File: src/verilog/pcbm_pkg.sv
// package: constants, types and register map of the pulse counter block
//
// Operation
// - Three analog, two digital inputs; each digital has enable and mode.
// - A pulse channel counts any change, rising only or falling only.
// - Each counted edge adds exactly one to the counter, no software help.
// - Each pulse counter is 32 bits wide.
// - At each logging slot the reading is the counter plus the offset.
// - Battery is full when the voltage is at or above the full threshold and above the low threshold.
// - Battery is good when the voltage lies between full and low thresholds.
// - Battery is low when the voltage is at or below the low threshold.
// - Each upload wakeup at low threshold raises a low-battery event.
// - Red while attaching, blue once attached, red flashing if low or no card.
// - On battery power the light is forced off while the device sleeps.
// - On external power the device never sleeps.
package pcbm_pkg;

  localparam int unsigned DI_CHANNELS = 2;
  localparam int unsigned AI_CHANNELS = 3;
  localparam int unsigned CNT_W       = 32;
  localparam int unsigned VOLT_W      = 12;
  localparam int unsigned ADDR_W      = 6;

  // register word offsets (byte addresses)
  localparam logic [5:0] OFS_CTRL     = 6'h00;
  localparam logic [5:0] OFS_STATUS   = 6'h04;
  localparam logic [5:0] OFS_IRQ_STAT = 6'h08;
  localparam logic [5:0] OFS_IRQ_MASK = 6'h0c;
  localparam logic [5:0] OFS_THRESH   = 6'h10;
  localparam logic [5:0] OFS_OFFSET0  = 6'h14;
  localparam logic [5:0] OFS_OFFSET1  = 6'h18;
  localparam logic [5:0] OFS_COUNT0   = 6'h1c;
  localparam logic [5:0] OFS_COUNT1   = 6'h20;
  localparam logic [5:0] OFS_READ0    = 6'h24;
  localparam logic [5:0] OFS_READ1    = 6'h28;
  localparam logic [5:0] OFS_VOLT     = 6'h2c;

  // interrupt status bit positions
  localparam int unsigned IRQ_SLOT   = 0;
  localparam int unsigned IRQ_BATLOW = 1;
  localparam int unsigned IRQ_W      = 2;

  // reset values and the read value of unmapped addresses
  localparam logic [31:0] CTRL_RST   = 32'h0000_0000;
  localparam logic [11:0] FULL_RST   = 12'hfff;
  localparam logic [11:0] LOW_RST    = 12'h000;
  localparam logic [31:0] UNMAPPED   = 32'h0000_0000;

  // flash rate of the status light: half period in ms
  localparam int unsigned CLK_HZ        = 100_000_000;
  localparam int unsigned FLASH_HALF_MS = 500;
  localparam int unsigned FLASH_CYCLES  = CLK_HZ / 1000 * FLASH_HALF_MS;
  localparam int unsigned FLASH_W       = 27;

  typedef enum logic [1:0]
  {
    EDGE_CHANGE  = 2'h0,
    EDGE_RISING  = 2'h1,
    EDGE_FALLING = 2'h2
  } edge_sel_t;

  typedef enum logic [1:0]
  {
    BAT_GOOD = 2'h0,
    BAT_FULL = 2'h1,
    BAT_LOW  = 2'h2
  } bat_state_t;

  typedef enum logic [1:0]
  {
    LED_OFF      = 2'h0,
    LED_RED      = 2'h1,
    LED_BLUE     = 2'h2
  } led_color_t;

  // per-channel configuration, packed into control register bits 3:0 for channel 0 and 7:4 for channel 1
  typedef struct packed
  {
    edge_sel_t  edge_sel;
    logic       pulse_mode;   // 1 pulse counter, 0 dry contact
    logic       enable;
  } di_cfg_t;

  typedef struct packed
  {
    logic [VOLT_W-1:0] full;
    logic [VOLT_W-1:0] low;
  } bat_thresh_t;

  // single-cycle edge checker per selected type
  function automatic logic edge_hit(edge_sel_t sel, logic prev, logic cur);
    logic h;
    h = 1'b0;
    case (sel)
      EDGE_CHANGE:  h = prev ^ cur;
      EDGE_RISING:  h = ~prev & cur;
      EDGE_FALLING: h = prev & ~cur;
      default:      h = 1'b0;
    endcase
    return h;
  endfunction

endpackage

File: src/verilog/pulse_channel.sv
// one digital input channel: synchroniser, edge detect, 32-bit counter
`timescale 1ns/1ps
module pulse_channel
(
  input  wire logic                     mclk,
  input  wire logic                     rst_n,
  input  wire pcbm_pkg::di_cfg_t        cfg,
  input  wire logic                     pin,
  output logic                          level,
  output logic [pcbm_pkg::CNT_W-1:0]    count
);
  import pcbm_pkg::*;

  logic       sync1_q;
  logic       sync2_q;
  logic       prev_q;
  logic [CNT_W-1:0] count_q;
  logic       hit;

  // two-stage synchroniser, then one stage for edge history
  always_ff @(posedge mclk)
  begin
    if (!rst_n)
    begin
      sync1_q <= 1'b0;
      sync2_q <= 1'b0;
      prev_q  <= 1'b0;
    end
    else
    begin
      sync1_q <= pin;
      sync2_q <= sync1_q;
      prev_q  <= sync2_q;
    end
  end

  assign hit = cfg.enable & cfg.pulse_mode
             & edge_hit(cfg.edge_sel, prev_q, sync2_q);

  // counter adds one per event and wraps naturally
  always_ff @(posedge mclk)
  begin
    if (!rst_n)
      count_q <= '0;
    else if (hit)
      count_q <= count_q + CNT_W'(1);
  end

  assign count = count_q;
  assign level = sync2_q & cfg.enable;

  a_count_step: assert property (@(posedge mclk) disable iff (!rst_n)
    hit |=> count_q == $past(count_q) + CNT_W'(1))
    else $error("counter did not step by one");

  a_count_hold: assert property (@(posedge mclk) disable iff (!rst_n)
    !hit |=> count_q == $past(count_q))
    else $error("counter moved without event");

  a_mode_gate: assert property (@(posedge mclk) disable iff (!rst_n)
    !(cfg.enable && cfg.pulse_mode) |=> count_q == $past(count_q))
    else $error("disabled channel counted");

endmodule

File: src/verilog/battery_class.sv
// battery voltage classifier against full and low thresholds
`timescale 1ns/1ps
module battery_class
(
  input  wire logic [pcbm_pkg::VOLT_W-1:0] volt,
  input  wire pcbm_pkg::bat_thresh_t       thresh,
  output pcbm_pkg::bat_state_t             state
);
  import pcbm_pkg::*;

  // low checked first so overlapping thresholds read as low
  always_comb
  begin
    if (volt <= thresh.low)
      state = BAT_LOW;
    else if (volt >= thresh.full)
      state = BAT_FULL;
    else
      state = BAT_GOOD;
  end

endmodule

File: src/verilog/pulse_counter_battery_monitor.sv
// top: pulse channels, battery status, light, sleep and avalon registers
`timescale 1ns/1ps
module pulse_counter_battery_monitor
(
  input  wire logic                        mclk,
  input  wire logic                        rst_n,
  input  wire logic [5:0]                  avs_address,
  input  wire logic                        avs_read,
  input  wire logic                        avs_write,
  input  wire logic [31:0]                 avs_writedata,
  input  wire logic [3:0]                  avs_byteenable,
  output logic [31:0]                      avs_readdata,
  output logic                             avs_waitrequest,
  input  wire logic [1:0]                  digital_input_channel,
  input  wire logic [pcbm_pkg::VOLT_W-1:0] battery_volt,
  input  wire logic                        log_slot,
  input  wire logic                        upload_wake,
  input  wire logic                        ext_power,
  input  wire logic                        net_attached,
  input  wire logic                        sim_present,
  input  wire logic                        sleep_request,
  input  wire logic                        console_source_select_switch,
  output logic                             sleep_active,
  output logic                             led_red,
  output logic                             led_blue,
  output logic                             battery_low_event,
  output logic                             console_wireless,
  output logic [1:0]                       dry_contact_level,
  output logic                             irq
);
  import pcbm_pkg::*;

  // ---------------------------------------------------------------
  // storage
  // ---------------------------------------------------------------
  logic [31:0]       ctrl_q;
  bat_thresh_t       thresh_q;
  logic [CNT_W-1:0]  offset_q [DI_CHANNELS];
  logic [CNT_W-1:0]  reading_q [DI_CHANNELS];
  logic [CNT_W-1:0]  count_w [DI_CHANNELS];
  logic [IRQ_W-1:0]  istat_q;
  logic [IRQ_W-1:0]  imask_q;
  logic [31:0]       rdata_q;
  logic              rvalid_q;
  logic              sleep_q;
  logic              batlow_q;
  logic              wire_q;
  logic [FLASH_W-1:0] flash_cnt_q;
  logic              flash_q;
  bat_state_t        bat_state;
  di_cfg_t           cfg [DI_CHANNELS];
  logic [IRQ_W-1:0]  ev_set;
  logic              wr_hit;

  // ---------------------------------------------------------------
  // digital channels
  // ---------------------------------------------------------------
  genvar g;
  generate
    for (g = 0; g < DI_CHANNELS; g++)
    begin : g_ch
      assign cfg[g] = di_cfg_t'(ctrl_q[g*4 +: 4]);
      pulse_channel u_ch
      (
        .mclk  (mclk),
        .rst_n (rst_n),
        .cfg   (cfg[g]),
        .pin   (digital_input_channel[g]),
        .level (dry_contact_level[g]),
        .count (count_w[g])
      );
    end
  endgenerate

  // reading captured on each logging slot
  always_ff @(posedge mclk)
  begin
    if (!rst_n)
    begin
      for (int i = 0; i < DI_CHANNELS; i++)
        reading_q[i] <= '0;
    end
    else if (log_slot)
    begin
      for (int i = 0; i < DI_CHANNELS; i++)
        reading_q[i] <= count_w[i] + offset_q[i];
    end
  end

  // ---------------------------------------------------------------
  // battery, sleep, light
  // ---------------------------------------------------------------
  battery_class u_bat
  (
    .volt   (battery_volt),
    .thresh (thresh_q),
    .state  (bat_state)
  );

  // low-battery event pulse on each upload wakeup while the battery is low
  always_ff @(posedge mclk)
  begin
    if (!rst_n)
      batlow_q <= 1'b0;
    else
      batlow_q <= upload_wake & (bat_state == BAT_LOW);
  end
  assign battery_low_event = batlow_q;

  // sleep only allowed on battery
  always_ff @(posedge mclk)
  begin
    if (!rst_n)
      sleep_q <= 1'b0;
    else
      sleep_q <= sleep_request & ~ext_power;
  end
  assign sleep_active = sleep_q;

  // flash divider for the red light
  always_ff @(posedge mclk)
  begin
    if (!rst_n)
    begin
      flash_cnt_q <= '0;
      flash_q     <= 1'b0;
    end
    else if (flash_cnt_q == FLASH_W'(FLASH_CYCLES - 1))
    begin
      flash_cnt_q <= '0;
      flash_q     <= ~flash_q;
    end
    else
      flash_cnt_q <= flash_cnt_q + FLASH_W'(1);
  end

  // light colour selection
  always_ff @(posedge mclk)
  begin
    if (!rst_n)
    begin
      led_red  <= 1'b0;
      led_blue <= 1'b0;
    end
    else if (sleep_q)
    begin
      led_red  <= 1'b0;
      led_blue <= 1'b0;
    end
    else if (!sim_present || bat_state == BAT_LOW)
    begin
      led_red  <= flash_q;
      led_blue <= 1'b0;
    end
    else
    begin
      led_red  <= ~net_attached;
      led_blue <= net_attached;
    end
  end

  // console source follows the installer switch
  always_ff @(posedge mclk)
  begin
    if (!rst_n)
      wire_q <= 1'b0;
    else
      wire_q <= console_source_select_switch;
  end
  assign console_wireless = wire_q;

  // ---------------------------------------------------------------
  // interrupts
  // ---------------------------------------------------------------
  assign ev_set[IRQ_SLOT]   = log_slot;
  assign ev_set[IRQ_BATLOW] = batlow_q;
  assign wr_hit = avs_write & ~avs_waitrequest;

  // sticky status, set wins over write-one-to-clear
  always_ff @(posedge mclk)
  begin
    if (!rst_n)
      istat_q <= '0;
    else if (wr_hit && avs_address == OFS_IRQ_STAT && avs_byteenable[0])
      istat_q <= (istat_q & ~avs_writedata[IRQ_W-1:0]) | ev_set;
    else
      istat_q <= istat_q | ev_set;
  end
  assign irq = |(istat_q & imask_q);

  // ---------------------------------------------------------------
  // avalon slave: one wait cycle on reads, writes immediate
  // ---------------------------------------------------------------
  assign avs_waitrequest = avs_read & ~rvalid_q;

  // configuration writes, byte 0 for control bits
  always_ff @(posedge mclk)
  begin
    if (!rst_n)
    begin
      ctrl_q   <= CTRL_RST;
      imask_q  <= '0;
      thresh_q <= '{full: FULL_RST, low: LOW_RST};
      for (int i = 0; i < DI_CHANNELS; i++)
        offset_q[i] <= '0;
    end
    else if (wr_hit)
    begin
      case (avs_address)
        OFS_CTRL:
          if (avs_byteenable[0])
            ctrl_q[7:0] <= avs_writedata[7:0];
        OFS_IRQ_MASK:
          if (avs_byteenable[0])
            imask_q <= avs_writedata[IRQ_W-1:0];
        OFS_THRESH:
          if (&avs_byteenable)
            thresh_q <= bat_thresh_t'(avs_writedata[2*VOLT_W-1:0]);
        OFS_OFFSET0:
          if (&avs_byteenable)
            offset_q[0] <= avs_writedata;
        OFS_OFFSET1:
          if (&avs_byteenable)
            offset_q[1] <= avs_writedata;
        default: ;
      endcase
    end
  end

  // read data registered, one cycle after request
  always_ff @(posedge mclk)
  begin
    if (!rst_n)
    begin
      rvalid_q <= 1'b0;
      rdata_q  <= '0;
    end
    else
    begin
      rvalid_q <= avs_read & ~rvalid_q;
      case (avs_address)
        OFS_CTRL:     rdata_q <= ctrl_q;
        OFS_STATUS:   rdata_q <= {26'h0, sleep_q, wire_q,
                                  bat_state, dry_contact_level};
        OFS_IRQ_STAT: rdata_q <= {30'h0, istat_q};
        OFS_IRQ_MASK: rdata_q <= {30'h0, imask_q};
        OFS_THRESH:   rdata_q <= {8'h0, thresh_q};
        OFS_OFFSET0:  rdata_q <= offset_q[0];
        OFS_OFFSET1:  rdata_q <= offset_q[1];
        OFS_COUNT0:   rdata_q <= count_w[0];
        OFS_COUNT1:   rdata_q <= count_w[1];
        OFS_READ0:    rdata_q <= reading_q[0];
        OFS_READ1:    rdata_q <= reading_q[1];
        OFS_VOLT:     rdata_q <= {20'h0, battery_volt};
        default:      rdata_q <= UNMAPPED;
      endcase
    end
  end
  assign avs_readdata = rdata_q;

  // ---------------------------------------------------------------
  // checks
  // ---------------------------------------------------------------
  a_slot_reading: assert property (@(posedge mclk) disable iff (!rst_n)
    log_slot |=> reading_q[0] == $past(count_w[0]) + $past(offset_q[0]))
    else $error("reading is not count plus offset");

  a_batlow_event: assert property (@(posedge mclk) disable iff (!rst_n)
    upload_wake && bat_state == BAT_LOW |=> battery_low_event)
    else $error("low battery event missing on upload");

  a_no_batlow_ok: assert property (@(posedge mclk) disable iff (!rst_n)
    !upload_wake |=> !battery_low_event)
    else $error("low battery event without wakeup");

  a_ext_awake: assert property (@(posedge mclk) disable iff (!rst_n)
    ext_power |=> !sleep_active)
    else $error("slept on external power");

  a_sleep_dark: assert property (@(posedge mclk) disable iff (!rst_n)
    sleep_q |=> !led_red && !led_blue)
    else $error("light on while asleep");

  a_attach_blue: assert property (@(posedge mclk) disable iff (!rst_n)
    !sleep_q && sim_present && bat_state != BAT_LOW && net_attached
    |=> led_blue && !led_red)
    else $error("light not blue when attached");

  a_bat_full: assert property (@(posedge mclk) disable iff (!rst_n)
    battery_volt > thresh_q.low && battery_volt >= thresh_q.full
    |-> bat_state == BAT_FULL)
    else $error("battery not full above threshold");

  a_bat_low: assert property (@(posedge mclk) disable iff (!rst_n)
    battery_volt <= thresh_q.low |-> bat_state == BAT_LOW)
    else $error("battery not low under threshold");

  a_bat_good: assert property (@(posedge mclk) disable iff (!rst_n)
    battery_volt > thresh_q.low && battery_volt < thresh_q.full
    |-> bat_state == BAT_GOOD)
    else $error("battery not good between thresholds");

endmodule

File: config.mk
export PLATFORM = sky130hd
export DESIGN_NAME = pulse_counter_battery_monitor
export DESIGN_NICKNAME = d
export VERILOG_FILES = /design/src/verilog/pcbm_pkg.sv /design/src/verilog/pulse_channel.sv /design/src/verilog/battery_class.sv /design/src/verilog/pulse_counter_battery_monitor.sv
export SDC_FILE = /design/constraint.sdc
export NUM_CORES = 1
export LEC_CHECK = 0
export BUFFER_PORTS_ARGS = -buffer_cell sky130_fd_sc_hd__clkbuf_2
export CAP_MARGIN = 0
export CORE_ASPECT_RATIO = 1.1
export CORE_MARGIN = 2
export CORE_UTILIZATION = 25
export CTS_CLUSTER_DIAMETER = 150
export DETAILED_ROUTE_END_ITERATION = 7
export GPL_TIMING_DRIVEN = 0
export PLACE_DENSITY = 0.43
export SYNTH_ARGS = -nofsm -noshare
export SYNTH_HDL_FRONTEND = slang
export SYNTH_SLANG_ARGS = --single-unit
export TNS_END_PERCENT = 10
File: constraint.sdc
create_clock -name mclk -period 8.7 [get_ports mclk]
set_input_delay 1.74 -clock mclk [delete_from_list [all_inputs] [get_ports mclk]]
set_output_delay 1.74 -clock mclk [all_outputs]
set_load 0.01 [all_outputs]
=== Word-level counts from Yosys, hierarchy flattened ===
Memory sizes are Yosys's and may differ from the RTL's.
Cells that the tools add are included.

* Memories kept: 2
* Logic and storage cells: 122
* Register bits: 172
* Output and inout bits: 41
* RAM bits: 128

* Mux-type cells: 24
* Bitwise gates (word level): 35
* Reductions and logical operators: 15
* Equality and inequality tests: 17
* Add/sub/neg operators: 5
* $lt $le $gt $ge: 2

{| class="wikitable"
|+ Memory list
! memory !! depth !! bits a word !! read ports !! clocked after memory_dff !! wr ports !! line !! RTL
|-
| offset_q || 2 || 32 || 2 || 0 || 2 || pulse_counter_battery_monitor.sv:38 || <nowiki>logic [CNT_W-1:0] offset_q [DI_CHANNELS];</nowiki>
|-
| reading_q || 2 || 32 || 2 || 0 || 2 || pulse_counter_battery_monitor.sv:39 || <nowiki>logic [CNT_W-1:0] reading_q [DI_CHANNELS];</nowiki>
|}

{| class="wikitable"
|+ Operators with widths
! kind !! number
|-
| $pmux 32 s12 || 1
|-
| $mux 32 || 4
|-
| $add 32x1->32 const B || 2
|-
| $add 32x32->32 || 2
|-
| $add 27x1->27 const B || 1
|-
| $eq 27x26->1 const B || 1
|-
| $eq 6x5->1 const B || 4
|-
| $eq 6x6->1 const B || 4
|-
| $mux 1 || 15
|-
| $and 1x1->1 || 14
|-
| $eq 6x4->1 const B || 2
|-
| $ge 12x12->1 || 1
|-
| $le 12x12->1 || 1
|-
| $not 1->1 || 10
|-
| $eq 2x2->1 const B || 3
|-
| $eq 6x3->1 const B || 1
|-
| $logic_not 6->1 || 1
|-
| $pmux 1 s3 || 2
|-
| $reduce_and 3->1 || 2
|-
| $reduce_and 6->1 || 1
|-
| $reduce_or 2->1 || 3
|-
| $and 2x2->2 || 2
|-
| $eq 2x1->1 const B || 2
|-
| $logic_not 2->1 || 2
|-
| 10 further kinds || 17
|}

=== Longest topological paths before layout ===
* Word-level depth: 8
* Mapped depth: 11

=== Cells and area by module ===
From an unflattened synthesis, not the netlist that was laid out.

* Cells, all modules: 1,897
* Area, all modules: 17,311.6 µm²

{| class="wikitable"
|+ Modules (own cells, without submodules)
! module !! cells each !! seq. area each (µm²) !! area an instance (µm²) !! times used
|-
| pulse_counter_battery_monitor || 1,411 || 5,885.6 || 13,354.1 || 1
|-
| pulse_channel (g_ch[0].u_ch) || 203 || 700.7 || 1,690.4 || 1
|-
| pulse_channel (g_ch[1].u_ch) || 200 || 700.7 || 1,677.9 || 1
|-
| battery_class || 83 || 0.0 || 589.3 || 1
|}

=== Least setup slack after synthesis ===
No wires, ideal clock.

* Path kind: input-to-reg
* From: in avs_address[1]
* To: mem offset_q[1][0], in the netlist offset_q[0][32], enable pin
* Stages: 7
* Path buffers: 2
* Setup slack: 4,615 ps
* Arrival time: 3,696 ps
* Library setup time: 389 ps
* Path through: nor3_1 -> nand2_1 -> nor2_1 -> clkbuf_1 -> clkbuf_1 -> nand2_1 -> nand2_1

{| class="wikitable"
|+ RTL lines
! what !! line !! RTL
|-
| start, declared || pulse_counter_battery_monitor.sv:7 || <nowiki>input wire logic [5:0] avs_address,</nowiki>
|-
| end, declared || pulse_counter_battery_monitor.sv:38 ||
|}

==> metrics.yaml <==
status: "completed"
fillCellCount: 6994
drt-met1-wl_mm: 28.51
finalNetCount: 2069
clkLatencyLatePin_ps: 570
synth_seq_area_share_pct: 43.63
rr_worst_depth: 10
wl_met2_mm: 28.61
ir_worst_vdd_mv: 0.1237
vias_per_cell: 4.994
critPathMaxFanout: 21
crit_required_ps: 8950
grt_max_degree: 35
holdPathStages: 1
setup-tns-final_ps: 0
async_reset_ff_share_pct: 0
placed_cell_area_um2: 18380
design_area_um2: 19690
min_period_ps: 4790
gp_congestion: 0.9399
numClockSinks: 300
htreeDepth: 2
dp_slack_ps: 3376
drt_iter0_drc: 998
hpwl_mm: 48.66
pin_count: 108
ctsResizeCount: 0
synthFlopType: "dfxtp_1"
drive_above_1_share_pct: 12.80
critical_path_class: "in -> reg"
cts_made_buffers: 39
cts_root_buf: "clkbuf_16"
p_leak_nw: 7.720
crit_arrival_ps: 5040
die_w_um: 250.4
start_util_pct: 25.20
ys_seq_elements: 300
grt_pass1_wl_mm: 90.51
finalMaxSlewViolations: 0
antenna_left: 0
synth_area_per_cell_um2: 9.501
grt-ovfl-total: 0
worst_slew_pin_slew_ps: 1124
row_count: 99
dr.pass1.iters: 5
die_h_um: 275.1
rsz0062_at_grt: "no"
area_growth_pct: 17.91
synth_fp_nets: 1920
fin_skew_ps: 31.21
cellPowerDensity_nw_per_um2: 171.9
layout_setup_ws_ps: 3910
clk_pin_slew_ps: 60
die_area_um2: 68890
syn_inst: 1758
synth_cell_types: 81
slew_headroom_pct: 25.07
vias: 13973
port_buffers: 105
endpoint_kind: "flop"
fin_crit_sh_pct: 55.05
start_kind: "input pin"
power.total_mw: 3.385
drc: 0
wl_per_cell_um: 22.19
wl_met3_mm: 2.869
cts_tree: "done"
grt_usage_pct: 17.83
fmax_ghz: 0.2088
cts_buffer_depth: 3
finalHoldViolations: 0
yosysWarningCount: 0
cap_violations: 0
synth_edf_count: 128
wirelength_mm: 62.10
cts_setup_buffers: 0
fin_hold_ws_ps: 436.8
top_layer: "met4"
antenna_found_initial: 3
ctsHoldBuffers: 0
syn_area_um2: 16700
finalSetupViolations: 0
first_global_vias: 13780
core_area_um2: 66270
hold_class: "reg -> reg"
-- cell usage after synthesis (31+ instances only) --
master | n | area (µm²)
mux2i_1 | 38 | 380.4
dfxtp_1 | 172 | 3443
xor2_1 | 63 | 551.8
a31oi_1 | 31 | 193.9
nand2_1 | 182 | 683.2
edfxtp_1 | 128 | 3844
nor2_1 | 203 | 762.0
ha_1 | 93 | 1164
nand3_1 | 42 | 210.2
o21ai_0 | 69 | 345.3
xnor2_1 | 64 | 560.5
a21oi_1 | 94 | 470.5
a21o_1 | 56 | 420.4
clkbuf_1 | 71 | 266.5
and2_1 | 64 | 400.4
inv_1 | 50 | 187.7
a22oi_1 | 44 | 330.3
-- critical path, stage by stage --
cell      delay [ps]
clkbuf_2         110
nor3_1           430
nand2_1          330
nor2_1           230
clkbuf_1         610
clkbuf_1         760
nand2_1          140
nand2_2          410
buf_12           240
-- flip-flops by register name, summed over array words and instances, names as in the netlist, 2 cells and up --
name,cells
flash_cnt_q,27
ctrl_q,8
imask_q,2
offset_q,64
g_ch.u_ch.sync2_q,2
istat_q,2
g_ch.u_ch.count,64
reading_q,64
thresh_q,24
avs_readdata,32
g_ch.u_ch.sync1_q,2
g_ch.u_ch.prev_q,2
-- where the power goes --
group	switching [mW]	internal [mW]
sequential	0.0214	1.50
combinational	0.144	0.0656
clock	0.682	0.973
-- stage by stage --
stage,util [%],cells
2_1_floorplan,-,1758
3_3_place_gp,27.62,2721
3_5_place_dp,27.74,2724
4_1_cts,29.71,2796
5_1_grt,29.71,2796
6_report,29.72,2798
-- cells in the final DEF, fill, tap and decap left out, types with 6 or more instances in the layout --
cell,count
nor2_1,203
nand2_1,180
dfxtp_1,172
edfxtp_1,128
clkbuf_2,105
a21oi_1,94
ha_1,93
clkbuf_1,76
o21ai_0,69
and2_1,64
xnor2_1,64
xor2_1,63
a21o_1,56
inv_1,50
a22oi_1,44
nand3_1,42
clkbuf_16,42
mux2i_1,38
a31oi_1,31
and3_1,27
nor3_1,25
nand4_1,25
mux2_2,15
or3_1,14
mux4_2,14
o211ai_1,14
nand2b_1,11
a211oi_1,10
o21a_1,8
nor2b_1,7
nor4_1,7
and4_1,7
a221oi_1,6
nor3b_1,6
or2_2,6
-- final timing paths --
kind | to | start | slack [ps]
setup / recovery | offset_q[0][59] | avs_address[1] | 3910
hold / removal | g_ch[1].u_ch.sync2_q | g_ch[1].u_ch.sync1_q | 440
setup reg to reg | reading_q[0][30] | g_ch[0].u_ch.count[0] | 5150
hold reg to reg | g_ch[1].u_ch.sync2_q | g_ch[1].u_ch.sync1_q | 440
-- area by class of cell --
class / count / area, µm² / share of cell area, %
Inverter: 50 / 187.7 / 0.9530
Clock buffer: 50 / 1111 / 5.642
Antenna cell: 2 / 5.005 / 0.02541
Multi-Input combinational cell: 1325 / 8894 / 45.16
Clock inverter: 22 / 197.7 / 1.004
Timing Repair Buffer: 108 / 585.6 / 2.973
Buffer: 83 / 352.8 / 1.792
Sequential cell: 300 / 7287 / 37.00
Tap cell: 858 / 1074 / 5.451
-- kinds of logic after synthesis --
kind of cell / count (synthesis) / share of synthesized area, %
buffers and inverters: 133 / 3.236
AND/OR/NAND/NOR: 654 / 18.97
multiplexers: 67 / 5.176
XOR/XNOR: 127 / 6.660
adder cells (fa/ha/maj): 95 / 7.207
flip-flops: 300 / 43.63
AO/OA/AOI/OAI: 382 / 15.12
-- routing by layer --
metal,GRT usage [%],up-vias
li1,-,6653
met3,2.413,91
met5,0,-
met4,6.098,0
met1,23.97,6832
met2,29.42,397
No activity file was read; power rests on OpenSTA's default activity.
